$ cat src/rtl/hioc_pkg.sv
package hioc_pkg;
   // register offsets (byte addresses from base)
   localparam logic [7:0] OFS_CHIP_IDENTITY = 8'h50;
   localparam logic [7:0] OFS_IRQ_OUTPUT_CONFIG = 8'h54;
   localparam logic [7:0] OFS_INTERRUPT_STATUS = 8'h58;
   localparam logic [7:0] OFS_INTERRUPT_ENABLE_MASK = 8'h5c;
   // output configuration field positions
   localparam int HOLDOFF_INTERVAL_LSB = 24;
   localparam int HOLDOFF_RESTART_BIT = 14;
   localparam int HOLDOFF_ACTIVE_BIT = 13;
   localparam int COMBINED_REQ_BIT = 12;
   localparam int OUTPUT_GATE_BIT = 8;
   localparam int OUTPUT_POLARITY_BIT = 4;
   localparam int DRIVER_TYPE_BIT = 0;
   // power event source position in the status register
   localparam int POWER_EVENT_BIT = 17;
   // reset values
   localparam logic [31:0] RST_ZERO = 32'h0000_0000;
   // timing: tick of 10 us at 20 MHz
   localparam int CLK_HZ = 20000000;
   localparam int TICK_NS = 10000;
   localparam int CLK_NS = 1000000000 / CLK_HZ;
   localparam int TICK_CYCLES = TICK_NS / CLK_NS;
   localparam logic [15:0] TICK_LAST = 16'(TICK_CYCLES - 1);
   // host bus request
   typedef struct packed {
      logic rd;
      logic wr;
      logic [7:0] addr;
      logic [31:0] wdata;
   } hioc_bus_s;
endpackage

$ cat src/rtl/hioc_top.sv
////////////////////////////////////////////////////////////////////////////
// Notes on behaviour
// hold-off interval bits 31:24, 10 us units
// zero interval disables hold-off, delivers pending
// new non-zero interval applies to later requests
// power event bypasses hold-off interval
// bit 14 restarts interval, self-clears
// bit 13 shows hold-off, withholds pin
// bit 12 shows combined request always
// bit 8 clear keeps pin deasserted
// bit 4 polarity, ignored in open-drain
// bit 0 driver type, open-drain active low
// polarity and driver survive software reset
// identity register: id high, revision low
// config 54h, status 58h, enable 5Ch
// write one clears status bit
// combined request is OR of status AND enable
// hold-off starts at pin deassert, prescaled tick
module hioc_top #(
   parameter logic [15:0] DESIGN_ID = 16'h0001, // arbitrary value
   parameter logic [15:0] REVISION = 16'h0000, // arbitrary value
   parameter int TICK_DIV = hioc_pkg::TICK_CYCLES
) (
   // clock and resets
   input wire logic clk,
   input wire logic rst,
   input wire logic soft_rst,
   // host register access
   input wire hioc_pkg::hioc_bus_s bus,
   output logic [31:0] rdata,
   // interrupt sources, one-cycle event pulses
   input wire logic [31:0] irq_event,
   // request pin
   output logic irq_o,
   output logic irq_oe_n
);
   import hioc_pkg::*;

   logic [31:0] status_reg;
   logic [31:0] enable_reg;
   logic [7:0] interval_reg;
   logic gate_reg;
   logic polarity_reg;
   logic driver_reg;
   logic restart_reg;
   logic [7:0] hold_cnt_reg;
   logic [15:0] pre_reg;
   logic active_reg;
   logic pin_on_reg;
   logic pin_on_next;
   logic combined;
   logic pwr_req;
   logic wr_cfg;
   logic sreset;

   assign sreset = rst | soft_rst;
   assign wr_cfg = bus.wr && bus.addr == OFS_IRQ_OUTPUT_CONFIG;

   ////////////////////////////////////////////////////////////////////////
   // status: set wins over write-one clear
   always_ff @(posedge clk) begin
      if (sreset) begin
         status_reg <= RST_ZERO;
      end else if (bus.wr && bus.addr == OFS_INTERRUPT_STATUS) begin
         status_reg <= (status_reg & ~bus.wdata) | irq_event;
      end else begin
         status_reg <= status_reg | irq_event;
      end
   end

   // enable mask
   always_ff @(posedge clk) begin
      if (sreset) begin
         enable_reg <= RST_ZERO;
      end else if (bus.wr && bus.addr == OFS_INTERRUPT_ENABLE_MASK) begin
         enable_reg <= bus.wdata;
      end
   end

   // combined request and power event bypass
   assign combined = |(status_reg & enable_reg);
   assign pwr_req = status_reg[POWER_EVENT_BIT] &
      enable_reg[POWER_EVENT_BIT];

   ////////////////////////////////////////////////////////////////////////
   // software-resettable config fields
   always_ff @(posedge clk) begin
      if (sreset) begin
         interval_reg <= '0;
         gate_reg <= 1'b0;
         restart_reg <= 1'b0;
      end else begin
         restart_reg <= wr_cfg && bus.wdata[HOLDOFF_RESTART_BIT];
         if (wr_cfg) begin
            interval_reg <= bus.wdata[HOLDOFF_INTERVAL_LSB +: 8];
            gate_reg <= bus.wdata[OUTPUT_GATE_BIT];
         end
      end
   end

   // pin style bits, hardware reset only
   always_ff @(posedge clk) begin
      if (rst) begin
         polarity_reg <= 1'b0;
         driver_reg <= 1'b0;
      end else if (wr_cfg) begin
         polarity_reg <= bus.wdata[OUTPUT_POLARITY_BIT];
         driver_reg <= bus.wdata[DRIVER_TYPE_BIT];
      end
   end

   ////////////////////////////////////////////////////////////////////////
   // 10 us prescaler, held clear outside hold-off and cleared on restart
   always_ff @(posedge clk) begin
      if (sreset || !active_reg || restart_reg) begin
         pre_reg <= '0;
      end else if (pre_reg == 16'(TICK_DIV - 1)) begin
         pre_reg <= '0;
      end else begin
         pre_reg <= pre_reg + 16'd1;
      end
   end

   // hold-off interval counter
   always_ff @(posedge clk) begin
      if (sreset || interval_reg == 8'd0) begin
         active_reg <= 1'b0;
         hold_cnt_reg <= '0;
      end else if (restart_reg || (pin_on_reg && !pin_on_next)) begin
         active_reg <= 1'b1;
         hold_cnt_reg <= interval_reg;
      end else if (active_reg && pre_reg == 16'(TICK_DIV - 1)) begin
         if (hold_cnt_reg <= 8'd1) begin
            active_reg <= 1'b0;
            hold_cnt_reg <= '0;
         end else begin
            hold_cnt_reg <= hold_cnt_reg - 8'd1;
         end
      end
   end

   ////////////////////////////////////////////////////////////////////////
   // pin assertion: gated, withheld during hold-off except power event
   always_comb begin
      pin_on_next = gate_reg && ((combined && !active_reg) || pwr_req);

   end

   always_ff @(posedge clk) begin
      if (sreset) begin
         pin_on_reg <= 1'b0;
      end else begin
         pin_on_reg <= pin_on_next;
      end
   end

   // driver: oe low while driving
   always_ff @(posedge clk) begin
      if (rst) begin
         irq_o <= 1'b1;
         irq_oe_n <= 1'b1;
      end else if (!driver_reg) begin
         irq_o <= 1'b0;
         irq_oe_n <= !pin_on_next;
      end else begin
         irq_o <= pin_on_next ~^ polarity_reg;
         irq_oe_n <= 1'b0;
      end
   end

   ////////////////////////////////////////////////////////////////////////
   // register read, one cycle after request
   always_ff @(posedge clk) begin
      if (rst) begin
         rdata <= RST_ZERO;
      end else if (!bus.rd) begin
         rdata <= RST_ZERO;
      end else begin
         case (bus.addr)
            OFS_CHIP_IDENTITY: rdata <= {DESIGN_ID, REVISION};
            OFS_IRQ_OUTPUT_CONFIG: begin
               rdata <= RST_ZERO;
               rdata[HOLDOFF_INTERVAL_LSB +: 8] <= interval_reg;
               rdata[HOLDOFF_ACTIVE_BIT] <= active_reg;
               rdata[COMBINED_REQ_BIT] <= combined;
               rdata[OUTPUT_GATE_BIT] <= gate_reg;
               rdata[OUTPUT_POLARITY_BIT] <= polarity_reg;
               rdata[DRIVER_TYPE_BIT] <= driver_reg;
            end
            OFS_INTERRUPT_STATUS: rdata <= status_reg;
            OFS_INTERRUPT_ENABLE_MASK: rdata <= enable_reg;
            default: rdata <= RST_ZERO;
         endcase
      end
   end

   ////////////////////////////////////////////////////////////////////////
   // checks
   property p_gate_off;
      @(posedge clk) disable iff (rst)
         !gate_reg |=> irq_oe_n || irq_o != $past(polarity_reg);
   endproperty
   a_gate_off: assert property (p_gate_off) else $error("pin asserted while gated");

   property p_od_low;
      @(posedge clk) disable iff (rst)
         !rst && !driver_reg && $stable(driver_reg) |=> irq_o == 1'b0;
   endproperty
   a_od_low: assert property (p_od_low) else $error("open-drain drove high");

   property p_comb;
      @(posedge clk) disable iff (rst)
         bus.rd && bus.addr == OFS_IRQ_OUTPUT_CONFIG |=>
         rdata[COMBINED_REQ_BIT] ==
         (|($past(status_reg) & $past(enable_reg)));
   endproperty
   a_comb: assert property (p_comb) else $error("combined request wrong");

   property p_zero_int;
      @(posedge clk) disable iff (rst)
         interval_reg == 8'd0 |=> !active_reg;
   endproperty
   a_zero_int: assert property (p_zero_int) else $error("hold-off with zero");

   property p_withhold;
      @(posedge clk) disable iff (rst)
         active_reg && !pwr_req |=>
         irq_oe_n || irq_o != $past(polarity_reg);
   endproperty
   a_withhold: assert property (p_withhold) else $error("pin during hold-off");

   property p_pwr;
      @(posedge clk) disable iff (rst)
         pwr_req && gate_reg && driver_reg && !rst |=>
         !irq_oe_n && irq_o == $past(polarity_reg);
   endproperty
   a_pwr: assert property (p_pwr) else $error("power event delayed");

   property p_restart;
      @(posedge clk) disable iff (rst || soft_rst)
         wr_cfg && bus.wdata[HOLDOFF_RESTART_BIT] && bus.wdata[31:24] != 8'd0
         |=> ##1 active_reg && !restart_reg;
   endproperty
   a_restart: assert property (p_restart) else $error("restart missed");

   property p_w1c;
      @(posedge clk) disable iff (rst || soft_rst)
         bus.wr && bus.addr == OFS_INTERRUPT_STATUS && bus.wdata[0] &&
         !irq_event[0] |=> !status_reg[0];
   endproperty
   a_w1c: assert property (p_w1c) else $error("status not cleared");

   property p_survive;
      @(posedge clk) disable iff (rst)
         soft_rst && !wr_cfg |=> $stable(driver_reg) && $stable(polarity_reg);
   endproperty
   a_survive: assert property (p_survive) else $error("style bits lost");
endmodule

$ cat config.mk
export PLATFORM = sky130hd
export DESIGN_NAME = hioc_top
export DESIGN_NICKNAME = d
export VERILOG_FILES = /design/src/rtl/hioc_pkg.sv /design/src/rtl/hioc_top.sv
export SDC_FILE = /design/constraint.sdc
export NUM_CORES = 1
export LEC_CHECK = 0
export ABC_AREA = 1
export BUFFER_PORTS_ARGS = -buffer_cell sky130_fd_sc_hd__clkbuf_2
export CORE_ASPECT_RATIO = 1.25
export CORE_UTILIZATION = 50
export CTS_CLUSTER_DIAMETER = 60
export DETAILED_ROUTE_END_ITERATION = 6
export MAX_ROUTING_LAYER = met4
export PLACE_DENSITY_LB_ADDON = 0.12
export SLEW_MARGIN = 40
export SYNTH_ARGS = -nofsm -noshare
export SYNTH_HDL_FRONTEND = slang
export SYNTH_SLANG_ARGS = --single-unit
$ cat constraint.sdc
create_clock -name clk -period 3.4 [get_ports clk]
set_input_delay 0 -clock clk [delete_from_list [all_inputs] [get_ports clk]]
set_output_delay 0 -clock clk [all_outputs]
set_load 0.02 [all_outputs]
=== Word-level counts from Yosys, hierarchy flattened ===
Cells that the tools add are included.

* Bits in registers: 136
* Output and inout port bits: 34
* Logic and storage cells: 63

* Add/sub/neg operators: 2
* $lt $le $gt $ge: 1
* Equal/unequal tests: 5
* Mux-type cells: 10
* Bitwise operators: 9
* Reduce and logical (&&, ||, !) cells: 22

{| class="wikitable"
|+ Operator list
! operator !! count
|-
| $pmux W32 S4 || 1
|-
| $and A32 B32 Y32 || 2
|-
| $or A32 B32 Y32 || 2
|-
| $eq A8 B7 Y1 const B || 4
|-
| $mux W32 || 1
|-
| $not A32 Y32 || 1
|-
| $reduce_or A32 Y1 || 1
|-
| $mux W8 || 3
|-
| $add A16 B1 Y16 const B || 1
|-
| $eq A16 B8 Y1 const B || 1
|-
| $le A8 B1 Y1 const B || 1
|-
| $logic_and A1 B1 Y1 || 8
|-
| $logic_not A8 Y1 || 1
|-
| $sub A8 B1 Y8 const B || 1
|-
| $logic_or A1 B1 Y1 || 5
|-
| $mux W1 || 5
|-
| $reduce_bool A2 Y1 || 2
|-
| $reduce_or A2 Y1 || 2
|-
| $logic_not A1 Y1 || 2
|-
| $reduce_and A2 Y1 || 1
|-
| $and A1 B1 Y1 || 1
|-
| $not A1 Y1 || 1
|-
| $or A1 B1 Y1 || 1
|-
| $xnor A1 B1 Y1 || 1
|}

=== Logic depth before layout (Yosys ltp) ===
* Depth after elaboration: 10
* Mapped depth: 15

=== Worst setup path after synthesis ===
OpenSTA, ideal clock, no wires.

* Path type: register to register
* Start point: reg pre_reg[0]
* End point: reg pre_reg[14]
* Arrival time: 1.457 ns
* Path slack: 1.825 ns
* Stages on the path, launching flop included: 13
* Buffers on the path: 0
* Path through: dfxtp_1 > ha_1 > nand2_1 > nor2_1 > inv_2 > nor3_4 > nand3_2 > inv_2 > nand3_2 > clkinv_1 > nand4_1 > o21ai_1 > a21oi_1

* Cells in the longest elaborated chain, start to end: 2
* Elaborated cells on any way between the ends: 3

{| class="wikitable"
|+ Ends and longest elaborated chain
! item !! RTL line !! RTL
|-
| start: declaration || hioc_top.sv:47 || <nowiki>logic [15:0] pre_reg;</nowiki>
|-
| start signal: assignment || hioc_top.sv:120 || <nowiki>pre_reg <= pre_reg + 16'd1;</nowiki>
|-
| branches (longest 2 deep; another with $add A16 B1 Y16) || n/a ||
|}

Several ways; the timed one is not identified.
A chain may end at the register's enable or synchronous reset.

=== Final worst setup path ===
* Start point: in bus[34] in the netlist's numbering
* End point: reg status_reg[1]

* Cells in the longest elaborated chain, start to end: 3

{| class="wikitable"
|+ Ends and longest elaborated chain
! item !! RTL line !! RTL
|-
| start: declaration || hioc_top.sv:29 || <nowiki>input wire hioc_pkg::hioc_bus_s bus,</nowiki>
|-
| $eq A8 B7 Y1 || hioc_top.sv:64 || <nowiki>end else if (bus.wr && bus.addr == OFS_INTERRUPT_STATUS) begin</nowiki>
|-
| $logic_and A1 B1 Y1 || hioc_top.sv:64 ||
|-
| $mux W32 || hioc_top.sv:64 ||
|-
| end signal: assignment || hioc_top.sv:65 || <nowiki>status_reg <= (status_reg & ~bus.wdata) | irq_event;</nowiki>
|-
| end signal: assignment || hioc_top.sv:67 || <nowiki>status_reg <= status_reg | irq_event;</nowiki>
|-
| end: declaration || hioc_top.sv:39 || <nowiki>logic [31:0] status_reg;</nowiki>
|}

Every way passes these cells.

==> qor.yml <==
outcome:
  run_status: "finished, final reports clean"
sta:
  rsz0062_at_grt: "false"
  hold_viol_final: 0
  worst_pin_slew_ns: 0.772
  slew_headroom_pct: 48.4
  report.final.slew_viol_count: 0
  setup_tns_ns: 0
  skew_ns: 0.0110
  fmax_ghz: 0.435
  period_share_pct: 67.6
  setup-violations-final: 0
  finalCriticalPeriod_ns: 2.30
synth:
  synth_nets: 876
  ys_warn_count: 0
  seq_area_frac_synth_pct: 46.5
  yosysUniqueCellTypes: 36
  yosys.area.top_type: "dfxtp_1"
  syn_inst: 796
  synth_area_leaders: "dfxtp_1, nand2_1, a21oi_1"
  synthesis.area_sq_mm: 0.00585
  synth-seq-cells: 136
  synth_top_area_share_pct: 46.5
  syn_avg_cell_area_sq_um: 7.35
floorplanning:
  ios: 111
  fp.dieArea_sq_mm: 0.0121
  start_util_pct: 52.0
  rows: 43
  die_h_um: 123
  die_w_um: 98.8
  coreArea_sq_mm: 0.0112
setup_path:
  crit_fanout: 18
  critPathKind: "input port to flip-flop"
  cp.arrival_ns: 2.61
  critPathCaptureType: "flip-flop"
  startpoint_type: "input port"
  cp.required_ns: 3.71
place:
  hpwlAfterDp_um: 10300
  place.port_buffers: 110
  dp_cells: 1013
  gp_congestion: 0.809
cells_and_area:
  syn_to_final_growth_pct: 38.2
  final_cell_mix: "nand2_1, dfxtp_1, inv_1"
  final_common_cell: "nand2_1"
  diodes: 0
  drive_gt1_share_pct: 17.3
  fillCellCount: 889
  stdcell_count: 1144
  nets: 1076
routing:
  wl_per_cell_um: 14.3
  ant_nets: 0
  vias: 5980
  drt_pass1_iterations: 5
  drc_errors: 0
  wl_um: 16300
  routed_via_density: 5.23
  drt_first_iter_violations: 309
clocking:
  cts_buffer_depth: 2
  clock_sinks: 136
  cts_made_buffers: 17
  clk_latency_ns: 0.43
  path_clk_slew_ns: 0.06
  tritoncts: "yes"
  cts_root_buf: "clkbuf_16"
  cts_htree_levels: 4
global_routing:
  first_global_vias: 5885
  grt_pass1_wl_um: 26900
  grt-ovfl-total: 0
  grt_use_total_pct: 29.0
  antenna_found_initial: 0
  grt_max_degree: 42
pwr:
  irDropWorstVdd_v: 0.000356
  p_total_mw: 3.81
  power.density_mw_per_mm2: 472
  leakagePower_nw: 3.74
worst_hold_path:
  hold_class: "input port to flip-flop"
flow_run:
  drv_cap: 0
==> worst max-delay path, stage by stage <==
cell	delay (ns)
dlygate4sd3_1	0.53
clkbuf_2	0.13
nor3_1	0.20
nand3_1	0.44
buf_4	0.40
o21ai_0	0.20
a21oi_1	0.10
dlygate4sd3_1	0.60
==> synth_stat cells <==
cell / number
inv_2: 9
nor3b_1: 1
inv_1: 122
o21a_1: 1
o21ai_1: 8
or2_0: 1
a22oi_1: 4
ha_1: 3
nand4_1: 18
o2111ai_1: 1
o211ai_1: 10
nor2_1: 33
nor3_2: 1
buf_2: 12
buf_6: 1
a21oi_1: 92
xnor2_1: 4
clkinv_1: 2
buf_4: 3
nand4_2: 1
nand3_2: 4
a31oi_1: 21
nor3_4: 1
o21ai_0: 74
nand2_4: 3
nor4_4: 2
nand2_1: 169
nand2_2: 1
clkbuf_1: 18
nand3_1: 19
nor2_2: 4
nor3_1: 9
a31o_1: 1
xor2_1: 3
nor4_1: 4
dfxtp_1: 136
==> routing by layer <==
metal	wire [um]	vias to the layer above	global-route usage [%]
met2	8560	179	50.4
li1	-	2994	-
met1	6750	2783	33.1
met3	788	24	4.92
met4	238	0	12.1
met5	0	-	-
==> final cells by class <==
class,count,area (sq um),area share [%]
Sequential cell,136,2720,33.7
Multi-Input combinational cell,493,2470,30.6
Inverter,133,499,6.18
Tap cell,135,169,2.09
Clock inverter,14,196,2.43
Clock buffer,18,439,5.43
Timing Repair Buffer,215,1590,19.6
==> what timing repair did <==
| item | in CTS | in global routing |
|---|---|---|
| hold buffers | 99 | 0 |
| hold endpoints to repair | 79 | 0 |
| resized for setup | 0 | 0 |
| setup buffers | 0 | 0 |
==> final timing paths <==
| path | start | end | slack [ns] | depth (start not counted) |
|---|---|---|---|---|
| setup / recovery | bus[34] | status_reg[1] | 1.10 | 8 |
| hold / removal | bus[32] | rdata[16] | 0.09 | 6 |
| setup reg to reg | pre_reg[0] | pre_reg[8] | 1.55 | 8 |
| hold reg to reg | enable_reg[28] | enable_reg[28] | 0.47 | 2 |
==> power by group <==
group	total (mW)	switching [mW]	internal [mW]	leakage [nW]
clock network	1.97	0.722	1.25	0.303
registers	1.63	0.0142	1.61	1.10
logic	0.215	0.0931	0.122	2.34
==> metrics by stage <==
stage	instance area (sq um)	util [%]	setup slack, ns	hold slack (ns)
3_3_place_gp	6460	57.4	1.24	0.221
2_1_floorplan	5850	-	1.83	0.0691
3_5_place_dp	6460	57.4	1.18	0.228
6_report	8080	71.9	1.10	0.0913
5_1_grt	8080	71.9	0.852	0.144
4_1_cts	8080	71.9	1.15	0.0908
==> logic make-up (layout without fill, tap and decap cells) <==
group,after synthesis,after routing,share of synthesized area [%]
adder cells (fa/ha/maj),3,3,0.642
AND/OR/NAND/NOR,271,271,21.1
AO/OA/AOI/OAI,212,212,19.4
XOR/XNOR,7,7,1.05
buffers and inverters,167,380,11.3
flip-flops,136,136,46.5
No activity file was read; power rests on OpenSTA's default activity.
